--- src/logic/sis_pkg.sv ---
// Purpose: shared constants and types for the servo input signal select block
// Assumes: registers reached over a plain address/strobe port, 16-bit data
// Notes: one selection per hex digit of each selection word
package sis_pkg;
  localparam int ADDR_W = 4;
  localparam int DATA_W = 16;
  localparam int TRQ_W = 8;
  localparam logic [3:0] OFF_FUNC_SEL = 4'h0;
  localparam logic [3:0] OFF_SRC_SEL = 4'h1;
  localparam logic [3:0] OFF_LIMIT1 = 4'h2;
  localparam logic [3:0] OFF_LIMIT2 = 4'h3;
  localparam logic [3:0] OFF_STATUS = 4'h4;
  localparam logic [15:0] RST_SEL = 16'h0000;
  localparam logic [15:0] SEL_MASK = 16'h1111;
  localparam logic [7:0] RST_LIMIT = 8'h64;
  // digit positions (low bit of each nibble)
  localparam int FUNC_ACCEL2_POS = 0;
  localparam int SRC_TRQMODE_POS = 0;
  localparam int SRC_SERVO_POS = 4;
  localparam int SRC_FWD_POS = 8;
  localparam int SRC_REV_POS = 12;
  // status bit positions
  localparam int ST_SERVO = 0;
  localparam int ST_FWD = 1;
  localparam int ST_REV = 2;
  localparam int ST_ACCEL2 = 3;
  localparam int ST_TRQSEL = 4;

  typedef struct packed {
    logic servo_on_input;
    logic forward_limit_input;
    logic reverse_limit_input;
    logic torque_limit_switch;
    logic accel2_input;
  } sis_pins_type;

  typedef struct packed {
    logic trq_mode;
    logic servo_auto;
    logic fwd_auto;
    logic rev_auto;
  } sis_src_type;
endpackage

--- src/logic/sis_src_pick.sv ---
// Purpose: one discrete input resolved against its forced-on selection
// Assumes: inputs synchronous to CLK
// Notes: registered so the result comes from a flip-flop
module sis_src_pick (
  input wire logic clk,
  input wire logic srst,
  input wire logic ce,
  input wire logic force_on,
  input wire logic pin,
  output logic state_ff
);
  logic nxt_state;
  assign nxt_state = force_on | pin;
  always_ff @(posedge clk) begin
    if (srst) begin
      state_ff <= 1'b0;
    end else if (ce) begin
      state_ff <= nxt_state;
    end
  end
endmodule // sis_src_pick

--- src/logic/sis_torque_sel.sv ---
// Purpose: picks the torque limit in force from switch, mode and limits
// Assumes: all limits in the same percent scale
// Notes: in mode 0 a smaller-wins comparison guards against the switch raising the limit; in mode 1 the switch applies limit 2 even above limit 1
module sis_torque_sel #(
  parameter int W = 8
) (
  input wire logic clk,
  input wire logic srst,
  input wire logic ce,
  input wire logic mode,
  input wire logic sw,
  input wire logic [W-1:0] ext_cmd,
  input wire logic [W-1:0] lim1,
  input wire logic [W-1:0] lim2,
  output logic [W-1:0] limit_ff,
  output logic [1:0] src_ff
);
  logic [W-1:0] nxt_limit;
  logic [1:0] nxt_src;
  // src: 0 limit1, 1 external command, 2 limit2
  always_comb begin
    nxt_limit = lim1;
    nxt_src = 2'h0;
    if (!mode) begin
      if (sw && (ext_cmd <= lim1)) begin
        nxt_limit = ext_cmd;
        nxt_src = 2'h1;
      end
    end else if (sw || (lim2 < lim1)) begin
      nxt_limit = lim2;
      nxt_src = 2'h2;
    end
  end
  always_ff @(posedge clk) begin
    if (srst) begin
      limit_ff <= '0;
      src_ff <= 2'h0;
    end else if (ce) begin
      limit_ff <= nxt_limit;
      src_ff <= nxt_src;
    end
  end
endmodule // sis_torque_sel

--- src/logic/sis_top.sv ---
// Purpose: input signal selection of a servo amplifier
// Assumes: one clock, synchronous active-high reset, pins synchronous to CLK
// Notes: selection words are held in registers reached over a plain port
//
// Notes on behaviour
// - servo-on follows its pin when its selection is 0 and is forced on when 1.
// - forward limit follows its pin when its selection is 0 and is forced on when 1.
// - reverse limit follows its pin when its selection is 0 and is forced on when 1.
// - in mode 0 an active switch applies the external command unless limit 1 is smaller.
// - in mode 1 the switch picks limit 2 or 1, and a smaller limit 2 always applies.
// - the function word's selection 1 gives an input the second accel/decel function.
// - both words reset to 0000 and take only 0000 to 1111h, each digit 0 or 1.
//
// Decided for this implementation: the address-and-strobe port and the register offsets.
module sis_top #(
  parameter int TRQ_W = sis_pkg::TRQ_W
) (
  input wire logic CLK,
  input wire logic SRST,
  input wire logic CE,
  input wire logic [sis_pkg::ADDR_W-1:0] ADDR,
  input wire logic [sis_pkg::DATA_W-1:0] WDATA,
  input wire logic WR,
  input wire logic RD,
  output logic [sis_pkg::DATA_W-1:0] RDATA,
  input wire sis_pkg::sis_pins_type PINS,
  input wire logic [TRQ_W-1:0] EXT_TORQUE_CMD,
  output logic SERVO_ON,
  output logic FWD_LIMIT,
  output logic REV_LIMIT,
  output logic ACCEL2_SEL,
  output logic [TRQ_W-1:0] TORQUE_LIMIT,
  output logic [1:0] TORQUE_SRC
);
  logic [15:0] func_sel_ff;
  logic [15:0] src_sel_ff;
  logic [TRQ_W-1:0] lim1_ff;
  logic [TRQ_W-1:0] lim2_ff;
  logic [15:0] rdata_ff;
  logic [15:0] nxt_rdata;
  sis_pkg::sis_src_type src;

  // selection words: bits outside one per digit are dropped on write
  always_ff @(posedge CLK) begin
    if (SRST) begin
      func_sel_ff <= sis_pkg::RST_SEL;
      src_sel_ff <= sis_pkg::RST_SEL;
      lim1_ff <= TRQ_W'(sis_pkg::RST_LIMIT);
      lim2_ff <= TRQ_W'(sis_pkg::RST_LIMIT);
    end else if (CE && WR) begin
      unique case (ADDR)
        sis_pkg::OFF_FUNC_SEL: begin
          func_sel_ff <= WDATA & sis_pkg::SEL_MASK;
        end
        sis_pkg::OFF_SRC_SEL: begin
          src_sel_ff <= WDATA & sis_pkg::SEL_MASK;
        end
        sis_pkg::OFF_LIMIT1: begin
          lim1_ff <= WDATA[TRQ_W-1:0];
        end
        sis_pkg::OFF_LIMIT2: begin
          lim2_ff <= WDATA[TRQ_W-1:0];
        end
        default: begin
        end
      endcase
    end
  end

  // one selection per digit
  always_comb begin
    src.trq_mode = src_sel_ff[sis_pkg::SRC_TRQMODE_POS];
    src.servo_auto = src_sel_ff[sis_pkg::SRC_SERVO_POS];
    src.fwd_auto = src_sel_ff[sis_pkg::SRC_FWD_POS];
    src.rev_auto = src_sel_ff[sis_pkg::SRC_REV_POS];
  end

  sis_src_pick u_servo (
    .clk(CLK), .srst(SRST), .ce(CE),
    .force_on(src.servo_auto), .pin(PINS.servo_on_input), .state_ff(SERVO_ON)
  );
  sis_src_pick u_fwd (
    .clk(CLK), .srst(SRST), .ce(CE),
    .force_on(src.fwd_auto), .pin(PINS.forward_limit_input), .state_ff(FWD_LIMIT)
  );
  sis_src_pick u_rev (
    .clk(CLK), .srst(SRST), .ce(CE),
    .force_on(src.rev_auto), .pin(PINS.reverse_limit_input), .state_ff(REV_LIMIT)
  );
  // an accel2 pin without its function assigned is ignored
  sis_src_pick u_acc (
    .clk(CLK), .srst(SRST), .ce(CE),
    .force_on(1'b0),
    .pin(PINS.accel2_input & func_sel_ff[sis_pkg::FUNC_ACCEL2_POS]),
    .state_ff(ACCEL2_SEL)
  );

  sis_torque_sel #(.W(TRQ_W)) u_trq (
    .clk(CLK), .srst(SRST), .ce(CE),
    .mode(src.trq_mode), .sw(PINS.torque_limit_switch),
    .ext_cmd(EXT_TORQUE_CMD), .lim1(lim1_ff), .lim2(lim2_ff),
    .limit_ff(TORQUE_LIMIT), .src_ff(TORQUE_SRC)
  );

  // read mux; unmapped addresses read zero
  always_comb begin
    nxt_rdata = 16'h0000;
    unique case (ADDR)
      sis_pkg::OFF_FUNC_SEL: nxt_rdata = func_sel_ff;
      sis_pkg::OFF_SRC_SEL: nxt_rdata = src_sel_ff;
      sis_pkg::OFF_LIMIT1: nxt_rdata = 16'(lim1_ff);
      sis_pkg::OFF_LIMIT2: nxt_rdata = 16'(lim2_ff);
      sis_pkg::OFF_STATUS: begin
        nxt_rdata[sis_pkg::ST_SERVO] = SERVO_ON;
        nxt_rdata[sis_pkg::ST_FWD] = FWD_LIMIT;
        nxt_rdata[sis_pkg::ST_REV] = REV_LIMIT;
        nxt_rdata[sis_pkg::ST_ACCEL2] = ACCEL2_SEL;
        nxt_rdata[sis_pkg::ST_TRQSEL +: 2] = TORQUE_SRC;
      end
      default: nxt_rdata = 16'h0000;
    endcase
  end

  // read data stand only in the cycle after the strobe
  always_ff @(posedge CLK) begin
    if (SRST) begin
      rdata_ff <= 16'h0000;
    end else if (CE) begin
      rdata_ff <= (RD) ? nxt_rdata : 16'h0000;
    end
  end
  assign RDATA = rdata_ff;

  // checks
  chk_servo_force: assert property (@(posedge CLK) disable iff (SRST)
    (CE && src.servo_auto) |=> SERVO_ON)
    else $error("servo-on not forced");
  chk_servo_follow: assert property (@(posedge CLK) disable iff (SRST)
    (CE && !src.servo_auto) |=> (SERVO_ON == $past(PINS.servo_on_input)))
    else $error("servo-on not following pin");
  chk_fwd_limit: assert property (@(posedge CLK) disable iff (SRST)
    CE |=> (FWD_LIMIT == ($past(src.fwd_auto) | $past(PINS.forward_limit_input))))
    else $error("forward limit wrong");
  chk_rev_limit: assert property (@(posedge CLK) disable iff (SRST)
    CE |=> (REV_LIMIT == ($past(src.rev_auto) | $past(PINS.reverse_limit_input))))
    else $error("reverse limit wrong");
  chk_trq_mode0: assert property (@(posedge CLK) disable iff (SRST)
    (CE && !src.trq_mode && !PINS.torque_limit_switch)
    |=> (TORQUE_LIMIT == $past(lim1_ff) && TORQUE_SRC == 2'h0))
    else $error("mode 0 idle limit not limit 1");
  chk_trq_ext: assert property (@(posedge CLK) disable iff (SRST)
    (CE && !src.trq_mode && PINS.torque_limit_switch && EXT_TORQUE_CMD < lim1_ff)
    |=> (TORQUE_LIMIT == $past(EXT_TORQUE_CMD) && TORQUE_SRC == 2'h1))
    else $error("external limit not applied");
  chk_trq_cap: assert property (@(posedge CLK) disable iff (SRST)
    (CE && !src.trq_mode && PINS.torque_limit_switch && EXT_TORQUE_CMD > lim1_ff)
    |=> (TORQUE_LIMIT == $past(lim1_ff) && TORQUE_SRC == 2'h0))
    else $error("external limit above limit 1 applied");
  chk_trq_mode1: assert property (@(posedge CLK) disable iff (SRST)
    (CE && src.trq_mode && (PINS.torque_limit_switch || lim2_ff < lim1_ff))
    |=> (TORQUE_LIMIT == $past(lim2_ff) && TORQUE_SRC == 2'h2))
    else $error("limit 2 not applied");
  chk_trq_idle1: assert property (@(posedge CLK) disable iff (SRST)
    (CE && src.trq_mode && !PINS.torque_limit_switch && !(lim2_ff < lim1_ff))
    |=> (TORQUE_LIMIT == $past(lim1_ff) && TORQUE_SRC == 2'h0))
    else $error("mode 1 idle limit not limit 1");
  chk_accel2_gate: assert property (@(posedge CLK) disable iff (SRST)
    (CE && !func_sel_ff[sis_pkg::FUNC_ACCEL2_POS]) |=> !ACCEL2_SEL)
    else $error("accel2 active while unassigned");
  chk_accel2_follow: assert property (@(posedge CLK) disable iff (SRST)
    (CE && func_sel_ff[sis_pkg::FUNC_ACCEL2_POS])
    |=> (ACCEL2_SEL == $past(PINS.accel2_input)))
    else $error("accel2 not following pin");
  chk_sel_range: assert property (@(posedge CLK) disable iff (SRST)
    ((src_sel_ff & ~sis_pkg::SEL_MASK) == 16'h0000)
    && ((func_sel_ff & ~sis_pkg::SEL_MASK) == 16'h0000))
    else $error("selection word out of range");
  chk_sel_digit: assert property (@(posedge CLK) disable iff (SRST)
    (CE && WR && ADDR == sis_pkg::OFF_SRC_SEL)
    |=> (src_sel_ff == ($past(WDATA) & sis_pkg::SEL_MASK)))
    else $error("selection digits not stored");
  chk_read_data: assert property (@(posedge CLK) disable iff (SRST)
    (CE && RD && ADDR == sis_pkg::OFF_FUNC_SEL) |=> (RDATA == $past(func_sel_ff)))
    else $error("read data wrong");
  chk_read_idle: assert property (@(posedge CLK) disable iff (SRST)
    (CE && !RD) |=> (RDATA == 16'h0000))
    else $error("read data without a read strobe");
  // a low enable must hold every register, outputs and settings alike
  chk_ce_freeze: assert property (@(posedge CLK) disable iff (SRST)
    !CE |=> ($stable(SERVO_ON) && $stable(TORQUE_LIMIT) && $stable(src_sel_ff)))
    else $error("state moved while enable low");

  cov_servo_auto: cover property (@(posedge CLK) disable iff (SRST)
    src.servo_auto && !PINS.servo_on_input ##1 SERVO_ON);
  cov_trq_ext: cover property (@(posedge CLK) disable iff (SRST) TORQUE_SRC == 2'h1);
  cov_trq_lim2: cover property (@(posedge CLK) disable iff (SRST)
    src.trq_mode && !PINS.torque_limit_switch ##1 TORQUE_SRC == 2'h2);
  cov_accel2: cover property (@(posedge CLK) disable iff (SRST) ACCEL2_SEL);
endmodule // sis_top

--- config.mk ---
export PLATFORM = sky130hd
export DESIGN_NAME = sis_top
export DESIGN_NICKNAME = d
export VERILOG_FILES = /design/src/logic/sis_pkg.sv /design/src/logic/sis_src_pick.sv /design/src/logic/sis_torque_sel.sv /design/src/logic/sis_top.sv
export SDC_FILE = /design/constraint.sdc
export NUM_CORES = 1
export LEC_CHECK = 0
export BUFFER_PORTS_ARGS = -buffer_cell sky130_fd_sc_hd__clkbuf_2
export CAP_MARGIN = 20
export CORE_ASPECT_RATIO = 0.9
export CORE_UTILIZATION = 57
export DETAILED_ROUTE_END_ITERATION = 10
export HOLD_SLACK_MARGIN = 0.02
export PLACE_DENSITY = 0.93
export SETUP_SLACK_MARGIN = 0.02
export SLEW_MARGIN = 20
export SYNTH_ARGS = -nofsm -noshare
export SYNTH_HDL_FRONTEND = slang
export SYNTH_SLANG_ARGS = --single-unit
--- constraint.sdc ---
create_clock -name CLK -period 3.7 [get_ports CLK]
set_input_delay 0 -clock CLK [delete_from_list [all_inputs] [get_ports CLK]]
set_output_delay 0 -clock CLK [all_outputs]
set_load 0.1 [all_outputs]
Word level (Yosys, flattened, before mapping)

Index checks and enable logic that the tools add are counted.
Widths: inputs -> output; s select.

Output and inout port bits: 30
Word-level logic and storage cells: 38
Flip-flop bits (word level): 54
Bits of input ports: 38

Order comparisons: 2
Eq/ne operators: 4
Muxes and demuxes: 9
Reductions and logical operators: 8
Bitwise gates (word level): 4

Operators with widths:

| operator           | count |
|---|---|
| $pmux 6 s5         | 1 |
| $pmux 7 s4         | 1 |
| $mux 8             | 3 |
| $mux 16            | 1 |
| $eq 4x2->1 const B | 2 |
| $le 8x8->1         | 1 |
| $lt 8x8->1         | 1 |
| $reduce_and 2->1   | 4 |
| $eq 4x1->1 const B | 1 |
| $eq 4x3->1 const B | 1 |
| $logic_not 4->1    | 1 |
| $mux 2             | 2 |
| $or 1x1->1         | 3 |
| $logic_and 1x1->1  | 2 |
| $and 1x1->1        | 1 |
| $logic_or 1x1->1   | 1 |
| $mux 1             | 1 |

Longest topological paths before layout

Gate-level depths: netlist of the first run.

Depth after elaboration: 4
Depth in mapped cells: 7

By module

Synthesis of the first run repeated with hierarchy kept, for this count alone.

Cell total of the unflattened synthesis: 334
Area total of the unflattened synthesis: 3000.4 um^2

By module, submodules not included:

| module         | cells an instance | area each (um^2) | sequential area each (um^2) | times used |
|---|---|---|---|---|
| sis_top        | 185               | 1766.7           | 680.7                       | 1 |
| sis_torque_sel | 133               | 1093.5           | 200.2                       | 1 |
| sis_src_pick   | 4                 | 35.0             | 20.0                        | 4 |

Least setup slack after synthesis of the first run

OpenSTA, ideal clock, no wires.

Kind: reg-to-reg
From: reg lim1_ff[7]
To: reg u_trq.limit_ff[0]
Cell stages (with the launch flop): 8
Clock period less this slack: 1876 ps
Slack: 1824 ps
Setup time: 134 ps
Arrival: 1742 ps
Cell sequence: dfxtp_1 > inv_1 > ha_1 > and3_1 > o2111ai_2 > o22a_4 > o311ai_1 > a31oi_1

Cells in the longest elaborated chain, start to end: 4
Elaborated cells between the ends (all ways): 7
Classes of those cells: order compare (2); mux (3); reduce/logical (2)

Ends and longest elaborated chain:

| item                                                         | line                                       | RTL |
|---|---|---|
| from (decl)                                                  | sis_top.sv:37                              | `logic [TRQ_W-1:0] lim1_ff;` |
| from (signal assigned)                                       | sis_top.sv:48                              | `lim1_ff <= TRQ_W'(sis_pkg::RST_LIMIT);` |
| from (signal assigned)                                       | sis_top.sv:59                              | `lim1_ff <= WDATA[TRQ_W-1:0];` |
| $le 8x8->1 / $lt 8x8->1 (equally long branches)              | sis_torque_sel.sv:25, sis_torque_sel.sv:29 |  |
| $logic_and 1x1->1 / $logic_or 1x1->1 (equally long branches) | sis_torque_sel.sv:25, sis_torque_sel.sv:29 |  |
| $mux 8, on equally long branches                             | sis_torque_sel.sv:25, sis_torque_sel.sv:29 |  |
| $mux 8 *                                                     | sis_torque_sel.sv:24                       | `if (!mode) begin` |
| to (signal assigned)                                         | sis_torque_sel.sv:39                       | `limit_ff <= nxt_limit;` |
| to (decl)                                                    | sis_torque_sel.sv:15                       | `output logic [W-1:0] limit_ff,` |

Mark *: on every way between the ends. The rest lies on a longest branch, timed or not.
A chain may end at the register's enable or synchronous reset.

Worst setup path in the final report of the first run

From: reg lim1_ff[5]
To: reg u_trq.limit_ff[1]

Same word-level chain as after synthesis.

==> results.ini, run 1 <==
[global_route]
grt_usage_pct = 31.42
grt_pass1_vias = 2495
grt_max_degree = 49
antenna_found_initial = 0
grt_overflow = 0
grt_pass1_wl_mm = 11.78

[routing]
drtAntennaViolNets = 0
met3_length_um = 717
drt_iter0_drc = 378
wirelength_mm = 7.656
vias = 2782
first_pass_iters = 6
top_layer = met4
met1_length_mm = 3.077
via_per_inst = 6.352
wl_per_cell_um = 17.48
wl_met2_mm = 3.552
drc = 0

[placement]
placed_cells = 409
port_buffers = 55
globalplace.congestion = 0.9277
post-place-ws_ps = 1255
dpl.hpwl_mm = 4.928

[worst_setup_path]
arrival_ps = 2810
critPathKind = reg -> reg
crit_path_start_kind = flop
required_ps = 3940
worstPathMaxFanout = 10
worst_setup_path_end_kind = flop

[worst_hold_path]
hp-class = in -> reg

[yosys]
netlist_top_cells_count = nor2_1 (64), dfxtp_1 (48), mux2i_1 (19)
async_flop_share_pct = 0
synth_top_area_share_pct = 35.12
avgSynthCellArea_um2 = 8.884
yosysWarnings = 0
synthesis.area_um2 = 2736
synthDistinctLibCells = 47
synthTopCellsByArea = dfxtp_1 (35%), nor2_1 (8.8%), mux2i_1 (7.0%)
synth_ff_type = dfxtp_1
synth-edff-count = 0
ys_seq_elements = 48
synth_most_common_cell = nor2_1
synth.largest_area_cell = dfxtp_1
yosysSeqAreaShare_pct = 35.12
syn_inst = 308

[clock_tree]
clock_latency_ps = 310
clk_pin_slew_ps = 90
h-tree-depth = 2
ctsLongestPathBuffers = 2
numCtsBuffers = 5
cts-root-buf = clkbuf_8
cts_tree = built
cts_sinks = 48
postCtsSetupRepairBufs = 0

[timing]
setup_viol = 0
relSlewSlack_pct = 33.53
fmax_ghz = 0.3892
finalCriticalPeriod_ps = 2569
finClkSkew_ps = 5.556
worst_pin_slew_ps = 993.4
rsz0062_at_grt = false
drv_slew = 0
fin_tns_setup_ps = 0
hold_violations = 0
fin_ws_ps = 1131
fin_crit_sh_pct = 69.43

[power]
power_frac_comb_pct = 19.9
p_int_w = 0.0008594
powerDensity_nw_per_um2 = 366.3
irDropWorstVdd_uv = 229.4
switchingPower_w = 0.0003662
seqPwrFrac_pct = 43.8
switching_share_pct = 29.88
pwr-share-clk_pct = 36.3
p_leak_nw = 1.312

[floorplanning]
boundaryPins = 68
rows = 23
dieArea_um2 = 5082
initial_core_util_pct = 60.56
fp.dieH_um = 67.73
fp.dieW_um = 75.04
core_um2 = 4518

[cells_and_area]
final_layout_size_suffix_gt1_share_pct = 21.01
diodes = 0
nNetsFinal = 429
multi_input_area_um2 = 1638
area_growth_syn_to_layout_pct = 22.27
seq_area_um2 = 960.9
stdcell_count = 438
fill_cells = 318
fin_util_pct = 74.05

[outcome]
status = finished, final reports clean

[job]
drv_cap = 0

[cell families (layout without fill, tap and decap cells)]
logic type | count (synthesis) | in the layout | synth area share (%)
other | 1 | 6 | 0.1370
AOI/OAI and AO/OA | 83 | 83 | 23.78
buffers and inverters | 32 | 95 | 5.716
and+or+nand+nor | 102 | 102 | 17.19
adders and majority gates | 15 | 15 | 6.859
muxes | 27 | 27 | 11.20
DFF | 48 | 48 | 35.12
[state kept, by name (all words and copies together), names as in the netlist]
signal            count
lim2_ff               8
RDATA                10
u_acc.state_ff        1
u_servo.state_ff      1
src_sel_ff            4
func_sel_ff           4
u_rev.state_ff        1
u_trq.limit_ff        8
u_fwd.state_ff        1
lim1_ff               8
u_trq.src_ff          2
[path summary, 6_finish.rpt]
path,start,to,slack (ps),cells after the start
worst min register to register,RDATA[4]$_SDFFE_PP0P_,RDATA[4]$_SDFFE_PP0P_,470,2
worst max register to register,lim1_ff[5]$_SDFFE_PP1P_,u_trq.limit_ff[1]$_SDFFE_PP0P_,1130,7
worst max-delay path,lim1_ff[5]$_SDFFE_PP1P_,u_trq.limit_ff[1]$_SDFFE_PP0P_,1130,7
worst min-delay path,RD,RDATA[0]$_SDFFE_PP0P_,60,3
[placed cells by master, fill, tap and decap left out, types with 10 or more instances in the layout]
cell,Yosys,final
inv_1,10,10
ha_1,15,15
nor2_1,64,64
clkbuf_2,0,55
mux2i_1,19,19
o21ai_0,11,11
a21oi_1,13,13
dfxtp_1,48,48
nand2_1,12,12
dlygate4sd3_1,0,22
[power groups by stage]
stage / registers (W) / clock network (W) / logic [W]
6_report: 0.000537 / 0.000445 / 0.000244
4_1_cts: 0.000536 / 0.000446 / 0.000240
2_1_floorplan: 0.000614 / 0 / 0.000110
5_1_grt: 0.000538 / 0.000470 / 0.000257
3_5_place_dp: 0.000548 / 0 / 0.000220
3_3_place_gp: 0.000548 / 0 / 0.000216
[critical path: stages (launching register included)]
cell and delay (ps):
dfxtp_1 420, inv_1 110, ha_1 300, a211oi_1 210, nor2_1 200, o31ai_1 830
o21ai_0 220, a31oi_1 210
[per-layer routing]
| metal | vias up | GRT usage, % |
|---|---|---|
| met4 | 0 | 14.15 |
| met3 | 46 | 7.612 |
| li1 | 1279 | - |
| met2 | 187 | 51.69 |
| met1 | 1270 | 38.80 |
| met5 | - | 0 |
[cell type report]
| type | instances | share of cell area (%) |
|---|---|---|
| Multi-Input combinational cell | 233 | 48.95 |
| Sequential cell | 48 | 28.72 |
| Timing Repair Buffer | 78 | 15.03 |
| Tap cell | 62 | 2.319 |
| Clock buffer | 5 | 2.057 |
| Clock inverter | 2 | 1.795 |
| Inverter | 10 | 1.122 |
[per-stage QoR]
stage           power, W  hold WS (ps)  instance area, um^2
5_1_grt         0.001265         78.95                 3346
3_5_place_dp   0.0007681         228.9                 2997
4_1_cts         0.001222         43.91                 3346
6_report        0.001226         58.84                 3346
2_1_floorplan  0.0007236         117.8                 2755
3_3_place_gp   0.0007635         224.3                 2997
[timing repair]
action                    CTS  global route
hold buffers               22             0
hold endpoints to repair   34             0
gates resized for setup     0             0
(Power assumes the default switching activity.)
==> run 2, diff against run 1 <==
- CORE_UTILIZATION: 57 -> 48
- PLACE_DENSITY: 0.93 -> 0.84
- clock period: 3.7 -> 2.25 ns (I/O delays scaled with it)
==> run 2 against run 1 <==
Against the previous run:
- combinational power grew 68%
- via count shrank 1.6%
- sequential share of layout area shrank 0.72 points
- clock-buffer cell count is the same
- die area grew 18%
- setup slack lost 1000 ps
- final area grew 2.6%
- hold slack lost 9.1 ps
- critical path depth grew 1
- routed wire length shrank 3.7%
- maximum frequency grew 20%
- non-clock buffer count grew 12
- critical path type unchanged
==> results.ini, run 2 (synthesis results as in run 1) <==
[floorplanning]
initial_core_util_pct = 50.86  ; was 60.56%
fp.dieW_um = 81.59  ; was 75.04 um
core_um2 = 5380  ; was 4518 um^2
rows = 25  ; was 23
boundaryPins = 68  ; unchanged
dieArea_um2 = 6007  ; was 5082 um^2
fp.dieH_um = 73.63  ; was 67.73 um

[timing]
finClkSkew_ps = 5.962  ; was 5.556 ps
finalCriticalPeriod_ps = 2147  ; was 2569 ps
worst_pin_slew_ps = 964.5  ; was 993.4 ps
drv_slew = 0  ; unchanged
fin_ws_ps = 102.7  ; was 1131 ps
fin_crit_sh_pct = 95.43  ; was 69.43%
relSlewSlack_pct = 35.70  ; was 33.53%
fin_tns_setup_ps = 0  ; unchanged
setup_viol = 0  ; unchanged
fmax_ghz = 0.4657  ; was 0.3892 GHz
hold_violations = 0  ; unchanged
rsz0062_at_grt = false  ; unchanged

[power]
power_frac_comb_pct = 21.4  ; was 19.9%
switching_share_pct = 31.67  ; was 29.88%
seqPwrFrac_pct = 45.9  ; was 43.8%
pwr-share-clk_pct = 32.8  ; was 36.3%
powerDensity_nw_per_um2 = 560.5  ; was 366.3 nW/um^2
irDropWorstVdd_uv = 409.7  ; was 229.4 uV
p_int_w = 0.001314  ; was 0.0008594 W
switchingPower_w = 0.0006092  ; was 0.0003662 W
p_leak_nw = 1.361  ; was 1.312 nW

[clock_tree]
cts_tree = built  ; unchanged
clk_pin_slew_ps = 90  ; about the same
cts_sinks = 48  ; unchanged
h-tree-depth = 2  ; unchanged
ctsLongestPathBuffers = 2  ; unchanged
numCtsBuffers = 5  ; unchanged
cts-root-buf = clkbuf_8  ; unchanged
clock_latency_ps = 310  ; about the same

[placement]
post-place-ws_ps = -43.33  ; was 1255 ps
dpl.hpwl_mm = 5.167  ; was 4.928 mm
port_buffers = 55  ; unchanged
placed_cells = 423  ; was 409
globalplace.congestion = 0.8887  ; was 0.9277

[cells_and_area]
layout_common_cells = nor2_1 (63), clkbuf_2 (55), dfxtp_1 (48)  ; was nor2_1 (64), clkbuf_2 (55), dfxtp_1 (48)
largest_reg_flops = 10  ; unchanged
final_layout_size_suffix_gt1_share_pct = 24.16  ; was 21.01%
stdcell_count = 456  ; was 438
nNetsFinal = 441  ; was 429
final_common_cell = nor2_1  ; unchanged
area_growth_syn_to_layout_pct = 25.42  ; was 22.27%
diodes = 0  ; unchanged

[global_route]
grt_max_degree = 49  ; unchanged
antenna_found_initial = 0  ; unchanged
grt_usage_pct = 25.71  ; was 31.42%
grt_pass1_vias = 2581  ; was 2495
grt_pass1_wl_mm = 11.70  ; was 11.78 mm
grt_overflow = 0  ; unchanged

[worst_setup_path]
slowest_stage = a221oi_4  ; was o31ai_1
worst_setup_path_end_kind = flop  ; unchanged
crit_path_start_kind = flop  ; unchanged
critPathKind = reg -> reg  ; unchanged
slowest_delay_ps = 410  ; was 830 ps
cp_cell_sequence = inv_1, ha_1, and3_1, a221oi_4, buf_4, o221ai_1, o311ai_1, a31oi_1  ; was inv_1, ha_1, a211oi_1, nor2_1, o31ai_1, o21ai_0, a31oi_1
crit_buf_inv = 2  ; was 1
path_delay_family = compound AO/OA/AOI/OAI gates  ; unchanged
required_ps = 2420  ; was 3940 ps
arrival_ps = 2320  ; was 2810 ps
worstPathMaxFanout = 5  ; was 10

[worst_hold_path]
hp-class = in -> reg  ; unchanged

[outcome]
status = finished, final reports clean  ; unchanged

[routing]
vias = 2737  ; was 2782
drt_iter0_drc = 201  ; was 378
drc = 0  ; unchanged
wirelength_mm = 7.373  ; was 7.656 mm
first_pass_iters = 5  ; was 6
wl_per_cell_um = 16.17  ; was 17.48 um
drtAntennaViolNets = 0  ; unchanged
via_per_inst = 6.002  ; was 6.352

[job]
drv_cap = 0  ; unchanged

## run 2: cell count changes in the layout (fill, tap and decap cells not counted), sizes merged
cell      delta
clkinv       +1
buf         +12
clkinvlp     +1
bufinv       -1
## run 2: per-stage QoR
step | hold slack [ps] | instance area, um^2 | util [%] | total power [W]
CTS | 40.71 | 3407 | 63.33 | 0.001918
detailed placement | 228.6 | 3070 | 57.07 | 0.001272
finish | 49.75 | 3432 | 63.79 | 0.001924
global placement | 224.7 | 3070 | 57.07 | 0.001267
floorplan | 117.8 | 2755 | - | 0.001190
global route | 71.89 | 3432 | 63.79 | 0.001989
## run 2: layout make-up
class,instances,area (um^2)
clock buffer,5,68.82
fill,455,1948
tap,67,83.83
timing repair buffer,90,593.1
clock inverter,3,42.54
multi-input combinational,233,1645
sequential,48,960.9
inverter,10,37.54
## run 2: worst paths after layout
| kind | start | to | slack (ps) | depth (start not counted) |
|---|---|---|---|---|
| max reg2reg | lim1_ff[7]$_SDFFE_PP0P_ | u_trq.limit_ff[2]$_SDFFE_PP0P_ | 100 | 8 |
| min reg2reg | RDATA[12]$_SDFFE_PP0P_ | RDATA[12]$_SDFFE_PP0P_ | 470 | 2 |
| min | RD | RDATA[0]$_SDFFE_PP0P_ | 50 | 3 |
| max | lim1_ff[7]$_SDFFE_PP0P_ | u_trq.limit_ff[2]$_SDFFE_PP0P_ | 100 | 8 |
## run 2: worst register-to-register path: stages (launching register included)
cell and delay, ps:
dfxtp_1 400, inv_1 100, ha_1 350, and3_1 220, a221oi_4 410, buf_4 200, o221ai_1 130, o311ai_1 150
a31oi_1 70
## run 2: power by group through the flow
stage | Combinational (W) | Clock (W) | Sequential, W
after floorplan | 0.000180 | 0 | 0.00101
after global placement | 0.000365 | 0 | 0.000901
after detailed placement | 0.000371 | 0 | 0.000902
after CTS | 0.000402 | 0.000633 | 0.000882
after global routing | 0.000435 | 0.000670 | 0.000884
final | 0.000411 | 0.000630 | 0.000882
## run 2: repair_timing
action	CTS	global route
setup buffers	0	3
pin swaps	0	1
endpoints found under the hold margin	34	0
resized for setup	1	2
setup endpoints to repair	9	10
hold buffers	22	0
## run 2: layer usage
metal	track usage [%]	share of wire, %	vias up
met5	0	0	-
met4	12.09	2.0	0
met3	5.217	5.9	22
met2	41.48	47	124
met1	32.80	45	1287
li1	-	-	1304
